### src/rtl/tcg_pkg.sv
package tcg_pkg;
	// timing
	localparam int unsigned CLK_HZ = 100_000_000;
	localparam int unsigned CARRIER_HZ = 1_000;
	localparam int unsigned CARRIER_CYCLES = CLK_HZ / CARRIER_HZ;
	localparam int unsigned CYCLES_PER_SYMBOL = 10;
	localparam int unsigned SYMBOLS_PER_FRAME = 100;
	// marks per symbol
	localparam logic [3:0] MARKS_ZERO = 4'h2;
	localparam logic [3:0] MARKS_ONE = 4'h5;
	localparam logic [3:0] MARKS_POS = 4'h8;
	// control segment positions
	localparam int unsigned POS_MARK5 = 49;
	localparam int unsigned POS_YEAR_LO = 50;
	localparam int unsigned POS_EMPTY = 54;
	localparam int unsigned POS_YEAR_HI = 55;
	localparam int unsigned POS_MARK6 = 59;
	localparam int unsigned POS_LEAP_PEND = 60;
	localparam int unsigned POS_LEAP_DIR = 61;
	localparam int unsigned POS_DST_PEND = 62;
	localparam int unsigned POS_DST_ACT = 63;
	localparam int unsigned POS_TZ_SIGN = 64;
	localparam int unsigned POS_TZ_HOURS = 65;
	localparam int unsigned POS_MARK7 = 69;
	localparam int unsigned POS_TZ_HALF = 70;
	localparam int unsigned POS_QUALITY = 71;
	localparam int unsigned POS_PARITY = 75;
	// quality values
	localparam logic [3:0] QUALITY_LOCKED = 4'h0;
	localparam logic [3:0] QUALITY_FAILED = 4'hf;
	// code selection
	localparam logic [3:0] CODE_B002 = 4'h0;
	localparam logic [3:0] CODE_B003 = 4'h1;
	localparam logic [3:0] CODE_B006 = 4'h2;
	localparam logic [3:0] CODE_B007 = 4'h3;
	localparam logic [3:0] CODE_AFNOR = 4'h4;
	localparam logic [3:0] CODE_IEEE1344 = 4'h5;
	localparam logic [3:0] CODE_C37118 = 4'h6;
	typedef enum logic [1:0] {SYM_ZERO, SYM_ONE, SYM_POS} symbol_t;
endpackage : tcg_pkg

### src/rtl/tcg_symbol_buffer.sv
`timescale 1ns/1ps
module tcg_symbol_buffer #(
	parameter int WIDTH = 2
) (
	// clock and reset
	input wire logic ref_clk,
	input wire logic sys_rst,
	input wire logic clk_en,
	// fill side
	input wire logic in_valid,
	output logic in_ready,
	input wire logic [WIDTH-1:0] in_data,
	// drain side
	output logic out_valid,
	input wire logic out_ready,
	output logic [WIDTH-1:0] out_data
);
	typedef struct packed {
		logic [1:0][WIDTH-1:0] slot;
		logic rd;
		logic wr;
		logic [1:0] count;
	} buf_state_t;
	buf_state_t state;
	buf_state_t next_state;
	logic push;
	logic pop;

	if (WIDTH < 1) begin : g_width
		$error("buffer width must be at least one");
	end

	assign in_ready = (state.count != 2'h2);
	assign out_valid = (state.count != 2'h0);
	assign out_data = state.slot[state.rd];
	assign push = in_valid && in_ready;
	assign pop = out_valid && out_ready;

	always_comb begin
		next_state = state;
		if (push) begin
			next_state.slot[state.wr] = in_data;
			next_state.wr = ~state.wr;
		end
		if (pop) begin
			next_state.rd = ~state.rd;
		end
		case ({push, pop})
			2'b10: next_state.count = state.count + 2'h1;
			2'b01: next_state.count = state.count - 2'h1;
			default: next_state.count = state.count;
		endcase
	end

	always_ff @(posedge ref_clk) begin
		if (sys_rst) begin
			state <= '0;
		end else if (clk_en) begin
			state <= next_state;
		end
	end

	a_buf_never_over: assert property (@(posedge ref_clk) disable iff (sys_rst)
		state.count <= 2'h2)
		else $error("symbol buffer count above two");
endmodule : tcg_symbol_buffer

### src/rtl/tcg_modulator.sv
`timescale 1ns/1ps
module tcg_modulator (
	// clock and reset
	input wire logic ref_clk,
	input wire logic sys_rst,
	input wire logic clk_en,
	// symbol in
	input wire logic sym_valid,
	output logic sym_ready,
	input wire logic [1:0] sym_kind,
	// symbol boundary
	output logic sym_start,
	// outputs
	output logic level_shift_output,
	output logic carrier_phase,
	output logic carrier_mark
);
	localparam int unsigned CC = tcg_pkg::CARRIER_CYCLES;
	typedef struct packed {
		logic [16:0] tick;
		logic [3:0] wave;
		logic [3:0] marks;
		logic busy;
		logic shift;
		logic phase;
		logic mark;
	} mod_state_t;
	mod_state_t state;
	mod_state_t next_state;
	logic wave_end;
	logic sym_end;

	function automatic logic [3:0] marks_of(input logic [1:0] k);
		case (k)
			tcg_pkg::SYM_ONE: marks_of = tcg_pkg::MARKS_ONE; // [RULE20]
			tcg_pkg::SYM_POS: marks_of = tcg_pkg::MARKS_POS; // [RULE21]
			default: marks_of = tcg_pkg::MARKS_ZERO; // [RULE19]
		endcase
	endfunction : marks_of

	assign wave_end = (state.tick == 17'(CC - 1));
	assign sym_end = wave_end &&
		(state.wave == 4'(tcg_pkg::CYCLES_PER_SYMBOL - 1));
	// a new symbol is taken only at a symbol boundary or when idle
	assign sym_ready = !state.busy || sym_end;
	assign sym_start = sym_valid && sym_ready;
	assign level_shift_output = state.shift;
	assign carrier_phase = state.phase;
	assign carrier_mark = state.mark;

	always_comb begin
		next_state = state;
		if (state.busy) begin
			next_state.tick = wave_end ? 17'h0 : state.tick + 17'h1;
			if (wave_end) begin
				next_state.wave = state.wave + 4'h1;
			end
		end
		if (sym_start) begin
			next_state.busy = 1'b1;
			next_state.tick = 17'h0;
			next_state.wave = 4'h0;
			next_state.marks = marks_of(sym_kind);
		end else if (sym_end) begin
			next_state.busy = 1'b0;
		end
		// both outputs come from one counter, so they never drift apart
		if (next_state.busy) begin // [RULE14]
			next_state.mark = (next_state.wave < next_state.marks); // [RULE18]
			next_state.shift = next_state.mark; // [RULE22]
			next_state.phase = (next_state.tick < 17'(CC / 2));
		end else begin
			next_state.mark = 1'b0;
			next_state.shift = 1'b0;
			next_state.phase = 1'b0;
		end
	end

	always_ff @(posedge ref_clk) begin
		if (sys_rst) begin
			state <= '0;
		end else if (clk_en) begin
			state <= next_state;
		end
	end

	a_mod_shift_mark: assert property ( // [RULE14]
		@(posedge ref_clk) disable iff (sys_rst)
		state.shift == state.mark)
		else $error("level shift and carrier mark disagree");
	a_mod_zero_marks: assert property ( // [RULE19]
		@(posedge ref_clk) disable iff (sys_rst)
		clk_en && sym_start && sym_kind == tcg_pkg::SYM_ZERO ##1 clk_en
		|-> state.marks == tcg_pkg::MARKS_ZERO)
		else $error("zero symbol not two marks");
	a_mod_one_marks: assert property ( // [RULE20]
		@(posedge ref_clk) disable iff (sys_rst)
		clk_en && sym_start && sym_kind == tcg_pkg::SYM_ONE
		|=> state.marks == tcg_pkg::MARKS_ONE)
		else $error("one symbol not five marks");
	a_mod_pos_marks: assert property ( // [RULE21]
		@(posedge ref_clk) disable iff (sys_rst)
		clk_en && sym_start && sym_kind == tcg_pkg::SYM_POS
		|=> state.marks == tcg_pkg::MARKS_POS)
		else $error("position symbol not eight marks");
	a_mod_mark_count: assert property ( // [RULE18]
		@(posedge ref_clk) disable iff (sys_rst)
		state.busy |-> state.mark == (state.wave < state.marks))
		else $error("carrier mark not tied to wave count");
endmodule : tcg_modulator

### src/rtl/serial_time_code_generator.sv
`timescale 1ns/1ps
// Summary of operation
// RULE1: ieee1344: marker five at 49, year units bcd at 50..53.
// RULE2: bit 54 always zero; year tens bcd at 55..58.
// RULE3: marker six at 59; leap pending at 60 up to 59 s ahead.
// RULE4: leap direction bit 61 always signals insertion (zero).
// RULE5: dst pending flag at bit 62 before a changeover.
// RULE6: dst active flag at bit 63 while daylight saving holds.
// RULE7: time zone sign at bit 64, zero plus, one minus.
// RULE8: whole-hour offset binary at 65..68; time plus offset is utc.
// RULE9: marker seven at 69; half-hour offset flag at 70.
// RULE10: quality field at 71..74; zero locked, 0xf failed.
// RULE11: parity at 75 over all preceding bits of the frame.
// RULE12: quality 1111 until first sync after reset, then 0000.
// RULE13: test option forces the quality field to all zeros.
// RULE14: level shift and carrier outputs always produced together.
// RULE15: eight irig-b variants at 100 pps, optional binary seconds, year; only b002, b003, b006 and b007 are built.
// RULE16: afnor sends bcd time, complete date and binary seconds.
// RULE17: c37.118 is ieee1344 with the offset sign inverted.
// RULE18: 1 khz carrier, symbol coded by marks among ten cycles.
// RULE19: zero is two marks then eight spaces.
// RULE20: one is five marks then five spaces.
// RULE21: position identifier is eight marks then two spaces.
// RULE22: level shift high 2, 5 or 8 ms of each 10 ms symbol.
// RULE23: frame starts on second boundary with reference marker.
module serial_time_code_generator #(
	parameter bit PARITY_ODD = 1'b0
) (
	// clock, reset, enable
	input wire logic ref_clk,
	input wire logic sys_rst,
	input wire logic clk_en,
	// configuration
	input wire logic [3:0] code_select,
	input wire logic quality_disable,
	// time base, valid when second_tick pulses
	input wire logic second_tick,
	input wire logic time_synced,
	input wire logic [6:0] bcd_seconds,
	input wire logic [6:0] bcd_minutes,
	input wire logic [5:0] bcd_hours,
	input wire logic [9:0] bcd_day_of_year,
	input wire logic [5:0] bcd_day_of_month,
	input wire logic [4:0] bcd_month,
	input wire logic [7:0] bcd_year,
	input wire logic [16:0] binary_seconds,
	// control function inputs
	input wire logic leap_pending,
	input wire logic dst_pending,
	input wire logic dst_active,
	input wire logic tz_negative,
	input wire logic [3:0] tz_hours,
	input wire logic tz_half_hour,
	// outputs
	output logic level_shift_output,
	output logic carrier_phase,
	output logic carrier_mark,
	output logic frame_active,
	output logic [6:0] symbol_index,
	output logic ever_synced
);
	typedef struct packed {
		logic [99:0] frame;
		logic [6:0] index;
		logic sending;
		logic synced;
		logic [6:0] out_index;
		logic fresh;
	} gen_state_t;
	gen_state_t state;
	gen_state_t next_state;
	logic buf_in_ready;
	logic buf_out_valid;
	logic buf_out_ready;
	logic [1:0] buf_out_data;
	logic [1:0] sym_kind;
	logic sym_push;
	logic sym_start;
	logic [99:0] built;
	logic [3:0] quality;
	logic is_ieee;
	logic is_position;

	if (tcg_pkg::SYMBOLS_PER_FRAME != 100) begin : g_frame_len
		$error("frame length must be 100 symbols");
	end

	// reference marker at 0 and markers at 9 and every ten symbols after
	function automatic logic pos_slot(input logic [6:0] i);
		pos_slot = (i == 7'h00) || ((i % 7'd10) == 7'd9);
	endfunction : pos_slot

	assign is_ieee = (code_select == tcg_pkg::CODE_IEEE1344) ||
		(code_select == tcg_pkg::CODE_C37118);
	// quality follows first sync, test option blanks it
	assign quality = quality_disable ? 4'h0 : // [RULE13]
		(state.synced ? tcg_pkg::QUALITY_LOCKED :
		tcg_pkg::QUALITY_FAILED); // [RULE12] [RULE10]

	always_comb begin
		logic [99:0] f;
		logic par;
		f = '0;
		par = 1'b0;
		// time of year, bcd, with unit spacers at fixed zero positions
		f[4:1] = bcd_seconds[3:0];
		f[8:6] = bcd_seconds[6:4];
		f[13:10] = bcd_minutes[3:0];
		f[17:15] = bcd_minutes[6:4];
		f[23:20] = bcd_hours[3:0];
		f[26:25] = bcd_hours[5:4];
		f[33:30] = bcd_day_of_year[3:0];
		f[38:35] = bcd_day_of_year[7:4];
		f[41:40] = bcd_day_of_year[9:8];
		case (code_select)
			tcg_pkg::CODE_B006, tcg_pkg::CODE_B007: begin // [RULE15]
				f[53:50] = bcd_year[3:0];
				f[58:55] = bcd_year[7:4];
			end
			tcg_pkg::CODE_AFNOR: begin // [RULE16]
				f[48:43] = bcd_day_of_month;
				f[54:50] = bcd_month;
				f[58:55] = bcd_year[3:0];
				f[63:60] = bcd_year[7:4];
			end
			tcg_pkg::CODE_IEEE1344, tcg_pkg::CODE_C37118: begin
				f[tcg_pkg::POS_YEAR_LO +: 4] = bcd_year[3:0]; // [RULE1]
				f[tcg_pkg::POS_EMPTY] = 1'b0; // [RULE2]
				f[tcg_pkg::POS_YEAR_HI +: 4] = bcd_year[7:4]; // [RULE2]
				f[tcg_pkg::POS_LEAP_PEND] = leap_pending; // [RULE3]
				f[tcg_pkg::POS_LEAP_DIR] = 1'b0; // [RULE4]
				f[tcg_pkg::POS_DST_PEND] = dst_pending; // [RULE5]
				f[tcg_pkg::POS_DST_ACT] = dst_active; // [RULE6]
				// c37.118 turns the sign round
				f[tcg_pkg::POS_TZ_SIGN] = tz_negative ^
					(code_select == tcg_pkg::CODE_C37118); // [RULE7] [RULE17]
				f[tcg_pkg::POS_TZ_HOURS +: 4] = tz_hours; // [RULE8]
				f[tcg_pkg::POS_TZ_HALF] = tz_half_hour; // [RULE9]
				f[tcg_pkg::POS_QUALITY +: 4] = quality; // [RULE10]
			end
			default: begin
			end
		endcase
		// markers five, six, seven land here and carry no data bit
		for (int i = 0; i < 100; i++) begin
			if (pos_slot(7'(i))) begin
				f[i] = 1'b0; // [RULE1] [RULE3] [RULE9]
			end
		end
		if (is_ieee) begin
			for (int i = 0; i < tcg_pkg::POS_PARITY; i++) begin
				par = par ^ f[i];
			end
			f[tcg_pkg::POS_PARITY] = par ^ PARITY_ODD; // [RULE11]
		end
		// straight binary seconds in the last field
		if (code_select == tcg_pkg::CODE_B003 ||
			code_select == tcg_pkg::CODE_B007 ||
			is_ieee || code_select == tcg_pkg::CODE_AFNOR) begin
			f[88:80] = binary_seconds[8:0]; // [RULE15] [RULE16]
			f[97:90] = binary_seconds[16:9];
		end
		built = f;
	end

	assign is_position = pos_slot(state.index);
	assign sym_kind = is_position ? tcg_pkg::SYM_POS :
		(state.frame[state.index] ? tcg_pkg::SYM_ONE : tcg_pkg::SYM_ZERO);
	assign sym_push = state.sending;

	always_comb begin
		next_state = state;
		if (time_synced) begin
			next_state.synced = 1'b1; // [RULE12]
		end
		if (sym_push && buf_in_ready) begin
			if (state.index == 7'(tcg_pkg::SYMBOLS_PER_FRAME - 1)) begin
				next_state.sending = 1'b0;
			end else begin
				next_state.index = state.index + 7'h1;
			end
		end
		if (sym_start) begin
			// the first start after a tick is symbol 0 of the new frame
			next_state.out_index = state.fresh ? 7'h0 :
				state.out_index + 7'h1;
			next_state.fresh = 1'b0;
		end
		// latch the whole frame at the boundary, starting with the marker
		if (second_tick) begin // [RULE23]
			next_state.frame = built;
			next_state.index = 7'h0;
			next_state.out_index = 7'h0;
			next_state.fresh = 1'b1;
			next_state.sending = 1'b1;
		end
	end

	always_ff @(posedge ref_clk) begin
		if (sys_rst) begin
			state <= '0;
		end else if (clk_en) begin
			state <= next_state;
		end
	end

	// buffer lets a frame boundary restart without dropping the marker
	tcg_symbol_buffer #(
		.WIDTH(2)
	) u_buffer (
		.ref_clk(ref_clk),
		.sys_rst(sys_rst || (clk_en && second_tick)),
		.clk_en(clk_en),
		.in_valid(sym_push),
		.in_ready(buf_in_ready),
		.in_data(sym_kind),
		.out_valid(buf_out_valid),
		.out_ready(buf_out_ready),
		.out_data(buf_out_data)
	);

	tcg_modulator u_modulator (
		.ref_clk(ref_clk),
		.sys_rst(sys_rst),
		.clk_en(clk_en),
		.sym_valid(buf_out_valid),
		.sym_ready(buf_out_ready),
		.sym_kind(buf_out_data),
		.sym_start(sym_start),
		.level_shift_output(level_shift_output),
		.carrier_phase(carrier_phase),
		.carrier_mark(carrier_mark)
	);

	assign frame_active = state.sending;
	assign symbol_index = state.out_index;
	assign ever_synced = state.synced;

	a_quality_failed: assert property ( // [RULE12]
		@(posedge ref_clk) disable iff (sys_rst)
		is_ieee && !quality_disable && !state.synced
		|-> built[74:71] == 4'hf)
		else $error("quality not failed before sync");
	a_quality_locked: assert property ( // [RULE10] [RULE12]
		@(posedge ref_clk) disable iff (sys_rst)
		is_ieee && !quality_disable && state.synced
		|-> built[74:71] == tcg_pkg::QUALITY_LOCKED)
		else $error("quality not locked after sync");
	a_sync_sticky: assert property ( // [RULE12]
		@(posedge ref_clk) disable iff (sys_rst)
		state.synced |=> state.synced)
		else $error("sync flag cleared without reset");
	a_quality_test: assert property ( // [RULE13]
		@(posedge ref_clk) disable iff (sys_rst)
		is_ieee && quality_disable |-> built[74:71] == 4'h0)
		else $error("quality not blanked in test mode");
	a_leap_insert: assert property ( // [RULE4]
		@(posedge ref_clk) disable iff (sys_rst)
		built[61] == 1'b0)
		else $error("leap deletion signalled");
	a_empty_bit: assert property ( // [RULE2]
		@(posedge ref_clk) disable iff (sys_rst)
		is_ieee |-> !built[54])
		else $error("bit 54 not zero");
	a_parity_ok: assert property ( // [RULE11]
		@(posedge ref_clk) disable iff (sys_rst)
		is_ieee |-> (^built[75:0]) == PARITY_ODD)
		else $error("frame parity wrong");
	a_c37_sign: assert property ( // [RULE17]
		@(posedge ref_clk) disable iff (sys_rst)
		code_select == tcg_pkg::CODE_C37118 |-> built[64] == !tz_negative)
		else $error("c37 sign not inverted");
	a_frame_start: assert property ( // [RULE23]
		@(posedge ref_clk) disable iff (sys_rst)
		clk_en && second_tick |=> state.index == 7'h0 && state.sending)
		else $error("frame not restarted at second");
	a_index_restart: assert property ( // [RULE23]
		@(posedge ref_clk) disable iff (sys_rst)
		clk_en && sym_start && state.fresh && !second_tick
		|-> buf_out_data == tcg_pkg::SYM_POS)
		else $error("frame not opened by reference marker");
	a_ref_marker: assert property ( // [RULE23]
		@(posedge ref_clk) disable iff (sys_rst)
		state.index == 7'h00 |-> sym_kind == tcg_pkg::SYM_POS)
		else $error("symbol 0 not a marker");
	a_marker_slots: assert property ( // [RULE1] [RULE3] [RULE9]
		@(posedge ref_clk) disable iff (sys_rst)
		state.index == 7'(tcg_pkg::POS_MARK5) ||
		state.index == 7'(tcg_pkg::POS_MARK6) ||
		state.index == 7'(tcg_pkg::POS_MARK7)
		|-> sym_kind == tcg_pkg::SYM_POS)
		else $error("control marker missing");
	a_seconds_units: assert property ( // [RULE15]
		@(posedge ref_clk) disable iff (sys_rst)
		clk_en && second_tick
		|=> state.frame[4:1] == $past(bcd_seconds[3:0]))
		else $error("seconds units not latched");
	a_year_units: assert property ( // [RULE1]
		@(posedge ref_clk) disable iff (sys_rst)
		is_ieee |-> built[53:50] == bcd_year[3:0])
		else $error("year units misplaced");
	a_year_tens: assert property ( // [RULE2]
		@(posedge ref_clk) disable iff (sys_rst)
		is_ieee |-> built[58:55] == bcd_year[7:4])
		else $error("year tens misplaced");
	a_tz_hours: assert property ( // [RULE8] [RULE9]
		@(posedge ref_clk) disable iff (sys_rst)
		is_ieee |-> built[68:65] == tz_hours && built[70] == tz_half_hour)
		else $error("time zone offset misplaced");
	a_dst_flags: assert property ( // [RULE3] [RULE5] [RULE6]
		@(posedge ref_clk) disable iff (sys_rst)
		is_ieee |-> built[63:60] == {dst_active, dst_pending, 1'b0,
		leap_pending})
		else $error("pending flags misplaced");
	a_sign_ieee: assert property ( // [RULE7]
		@(posedge ref_clk) disable iff (sys_rst)
		code_select == tcg_pkg::CODE_IEEE1344 |-> built[64] == tz_negative)
		else $error("sign wrong in ieee1344");
	a_plain_b002: assert property ( // [RULE15]
		@(posedge ref_clk) disable iff (sys_rst)
		code_select == tcg_pkg::CODE_B002 |-> built[99:42] == '0)
		else $error("b002 carries extra fields");
	a_sbs_field: assert property ( // [RULE15]
		@(posedge ref_clk) disable iff (sys_rst)
		code_select == tcg_pkg::CODE_B003
		|-> {built[97:90], built[88:80]} == binary_seconds)
		else $error("binary seconds misplaced");
	a_afnor_date: assert property ( // [RULE16]
		@(posedge ref_clk) disable iff (sys_rst)
		code_select == tcg_pkg::CODE_AFNOR
		|-> built[48:43] == bcd_day_of_month && built[54:50] == bcd_month
		&& {built[97:90], built[88:80]} == binary_seconds)
		else $error("afnor date or seconds misplaced");

	c_frame_done: cover property (@(posedge ref_clk) disable iff (sys_rst)
		$fell(state.sending));
	c_sync_seen: cover property (@(posedge ref_clk) disable iff (sys_rst)
		$rose(state.synced));
	c_stall: cover property (@(posedge ref_clk) disable iff (sys_rst)
		sym_push && !buf_in_ready);
	c_c37: cover property (@(posedge ref_clk) disable iff (sys_rst)
		code_select == tcg_pkg::CODE_C37118 && second_tick);
	c_mid_restart: cover property (@(posedge ref_clk) disable iff (sys_rst)
		second_tick && state.sending && state.index != 7'h0);
endmodule : serial_time_code_generator

### config.mk
export PLATFORM = sky130hd
export DESIGN_NAME = serial_time_code_generator
export DESIGN_NICKNAME = d
export VERILOG_FILES = /design/src/rtl/tcg_pkg.sv /design/src/rtl/tcg_symbol_buffer.sv /design/src/rtl/tcg_modulator.sv /design/src/rtl/serial_time_code_generator.sv
export SDC_FILE = /design/constraint.sdc
export NUM_CORES = 1
export LEC_CHECK = 0
export CORE_MARGIN = 4
export CORE_UTILIZATION = 51
export DETAILED_ROUTE_END_ITERATION = 12
export DONT_BUFFER_PORTS = 1
export GPL_TIMING_DRIVEN = 0
export PLACE_DENSITY = 0.63
export SYNTH_ARGS = -nofsm -noshare
export SYNTH_HDL_FRONTEND = slang
export SYNTH_HIERARCHICAL = 1
export SYNTH_SLANG_ARGS = --single-unit
### constraint.sdc
create_clock -name ref_clk -period 6.99 [get_ports ref_clk]
set_clock_uncertainty 0.2 [all_clocks]
set_input_delay 1.398 -clock ref_clk [delete_from_list [all_inputs] [get_ports ref_clk]]
set_output_delay 1.398 -clock ref_clk [all_outputs]
set_load 0.01 [all_outputs]
==> flow_metrics.env <==
export IMPL_outcome="finished clean"
export IMPL_hold_class="reg -> reg"
export IMPL_grt_max_degree=17
export IMPL_grt_setup_unrepaired="no"
export IMPL_layout_area_seq_mm2=0.002542
export IMPL_cellPowerDensity_mw_per_mm2=236.6
export IMPL_syn_instance_count=853
export IMPL_cp_required_ps=7090
export IMPL_worst_setup_path_end_kind="flop"
export IMPL_synth_edf_count=0
export IMPL_synthAdderAreaFrac_pct=2.524
export IMPL_antenna_left=0
export IMPL_multi_input_area_mm2=0.004527
export IMPL_drc=0
export IMPL_ys_flop_type="dfxtp_1"
export IMPL_dr_pass1_iters=5
export IMPL_path_class="reg -> reg"
export IMPL_gr_total_overflow=0
export IMPL_viasPerCell=6.233
export IMPL_synth_cell_types=79
export IMPL_worst_slack_ps=2776
export IMPL_holdWs_ps=278.1
export IMPL_grt_pass1_vias=6633
export IMPL_cts_sinks=127
export IMPL_grt_pass1_wl_um=34250
export IMPL_synth_xor_area_share_pct=8.481
export IMPL_grt_use_total_pct=26.03
export IMPL_coreArea_mm2=0.01410
export IMPL_p_sw_uw=475.4
export IMPL_initialDrtViolationCount=510
export IMPL_start_util_pct=52.75
export IMPL_place_congestion=0.9386
export IMPL_crit_family="compound AO/OA/AOI/OAI gates"
export IMPL_max_cap_viol_count=0
export IMPL_cts_hold_buffers=0
export IMPL_die_area_mm2=0.01658
export IMPL_worst_slew_pin_slew_ps=818.6
export IMPL_peakVddDrop_uv=180.8
export IMPL_nets=972
export IMPL_cp_slowest_cell="clkbuf_1"
export IMPL_hold_viol=0
export IMPL_p_int_mw=1.491
export IMPL_finalCritPeriodShare_pct=60.28
export IMPL_cts_setup_buffers=0
export IMPL_critPathArrivalTime_ps=4310
export IMPL_path_buf_inv=2
export IMPL_dp_cells=1033
export IMPL_cts_made_buffers=17
export IMPL_slew_headroom_pct=45.01
export IMPL_final_cells=1064
export IMPL_cts_root_buf="clkbuf_16"
export IMPL_nFillCells=1216
export IMPL_final_max_slew_viol_count=0
export IMPL_io_pin_count=97
export IMPL_io_buffers=0
export IMPL_synth_mux_area_share_pct=8.481
export IMPL_p_total_mw=1.967
export IMPL_vias=6632
export IMPL_fin_setup_tns_ps=0
export IMPL_diodes=0
export IMPL_setup_viol=0
export IMPL_power_frac_seq_pct=38.5
export IMPL_clk_pin_slew_worst_paths_ps=50
export IMPL_area_growth_pct=11.80
export IMPL_cts_tree="done"
export IMPL_insertion_delay_ps=420
export IMPL_cp_max_fo=10
export IMPL_synth_compound_area_share_pct=22.77
export IMPL_post_cts_resized=0
export IMPL_htreeDepth=4
export IMPL_combPwrFrac_pct=11.7
export IMPL_synth_area_mm2=0.007436
export IMPL_async_flop_share_pct=0
export IMPL_avgRoutedWirePerCell_um=19.69
export IMPL_synth_ff_latch_count=127
export IMPL_fin_crit_ps=4214
export IMPL_max_stage_delay_ps=550
export IMPL_syn_avg_cell_area_um2=8.717
export IMPL_crit_path_start_kind="flop"
export IMPL_place_ws_ps=2757
export IMPL_synth_simple_gate_area_share_pct=18.63
export IMPL_detailed_place_hpwl_um=15670
export IMPL_drive_gt1_share_pct=9.389
export IMPL_synth_top_family_by_area="compound AO/OA/AOI/OAI gates"
export IMPL_sw_frac_of_total_pct=24.18
export IMPL_cts_buffer_depth=2
export IMPL_ys_seq_area_share_pct=34.19
export IMPL_rows=43
export IMPL_routed_wl_um=20950
export IMPL_yosysWarnings=6
export IMPL_fmax_ghz=0.2373
export IMPL_synth_fp_nets=953
export IMPL_die_h_um=128.8
export IMPL_antenna_found_initial=0
export IMPL_die_w_um=128.8
export IMPL_path_cells="clkbuf_1 -> clkbuf_1 -> xnor2_1 -> nor3_1 -> a311oi_1 -> ha_1 -> nor3b_1 -> o31a_1 -> o31a_1 -> nor4_1 -> o311ai_1 -> nand2_1 -> nor3_1 -> nand2b_1 -> mux2i_1"
export IMPL_clkPwrFrac_pct=49.8
export IMPL_p_leak_nw=2.938
==> cell families after synthesis <==
| group | count (synthesis) |
|---|---|
| buf+inv | 84 |
| compound gates | 239 |
| xor+xnor | 68 |
| flops | 127 |
| simple gates | 270 |
| fa+ha+maj | 15 |
| mux | 50 |
==> synth_stat cells (6+ instances only) <==
master	number	area, um2
a21oi_1	51	255.2
a22o_1	72	630.6
a22oi_1	15	112.6
a31oi_1	10	62.56
and2_1	6	37.54
buf_2	8	40.04
buf_4	9	67.56
clkbuf_1	46	172.7
dfxtp_1	127	2542
ha_1	15	187.7
inv_1	14	52.55
mux2_1	6	67.56
mux2_2	8	90.09
mux2i_1	27	270.3
mux4_2	9	202.7
nand2_1	51	191.4
nand2b_1	14	87.58
nand3_1	28	140.1
nand3b_1	7	52.55
nand4_1	7	43.79
nor2_1	68	255.2
nor2b_1	13	81.33
nor3_1	21	105.1
nor4_1	13	81.33
o21ai_0	35	175.2
o21ai_1	7	35.03
or3_1	11	68.82
or4_1	7	52.55
xnor2_1	53	464.2
xor2_1	12	105.1
==> state kept, by name, summed over array words and instances, names as in the netlist <==
| name | cells |
|---|---|
| ever_synced | 1 |
| frame_active | 1 |
| state | 82 |
| symbol_index | 7 |
| u_buffer/state | 8 |
| u_modulator/carrier_phase | 1 |
| u_modulator/level_shift_output | 1 |
| u_modulator/state | 26 |
==> path summary, 6_finish.rpt <==
check	endpoint	from	slack (ps)	cells after the start
min reg2reg	state[72]	state[72]	280	1
min	state[72]	state[72]	280	1
max reg2reg	u_buffer/state[6]	state[12]	2780	15
max	u_buffer/state[6]	state[12]	2780	15
==> per-stage QoR <==
step,util (%),instance area (um2)
finish,58.97,8313
global route,58.97,8313
CTS,58.97,8313
detailed placement,54.35,7661
global placement,54.35,7661
floorplan,-,7436
==> worst register-to-register path: cells and delay by family, from the launching register on <==
kind,cells,cell delay [ps]
buffers and inverters,2,1000
multiplexers,1,70
XOR/XNOR,1,180
adder cells (fa/ha/maj),1,360
AND/OR/NAND/NOR,6,740
flip-flops,1,410
AO/OA/AOI/OAI,4,1130
==> power by group through the flow <==
stage	clock (mW)	sequential [mW]	combinational, mW
after floorplan	0	0.767	0.182
after global placement	0	0.771	0.224
after detailed placement	0	0.772	0.230
after CTS	0.990	0.756	0.231
after global routing	1.02	0.759	0.251
final	0.979	0.757	0.231
==> metal layers <==
layer / GRT usage (%) / wire length, um / vias to the layer above
met1: 31.03 / 8688 / 3174
li1: - / - / 3172
met5: 0 / 0 / -
met4: 11.30 / 641 / 0
met2: 44.73 / 10530 / 237
met3: 6.144 / 1085 / 49
==> placed cells by master, fill, tap and decap left out, types with 7 or more instances in the layout <==
cell type / count
a21oi_1: 51
a22o_1: 72
a22oi_1: 15
a31oi_1: 10
buf_2: 8
buf_4: 9
clkbuf_1: 46
clkbuf_16: 17
dfxtp_1: 127
ha_1: 15
inv_1: 14
mux2_2: 8
mux2i_1: 27
mux4_2: 9
nand2_1: 51
nand2b_1: 14
nand3_1: 28
nand3b_1: 7
nand4_1: 7
nor2_1: 68
nor2b_1: 13
nor3_1: 21
nor4_1: 13
o21ai_0: 35
o21ai_1: 7
or3_1: 11
or4_1: 7
xnor2_1: 53
xor2_1: 12
==> final cells by class <==
type	count	share of cell area (%)
multi-input combinational	642	54.46
sequential	127	30.58
clock buffer	18	5.283
buffer	67	3.642
tap	180	2.709
clock inverter	13	2.559
inverter	17	0.7676
No activity file was read; power rests on OpenSTA's default activity.
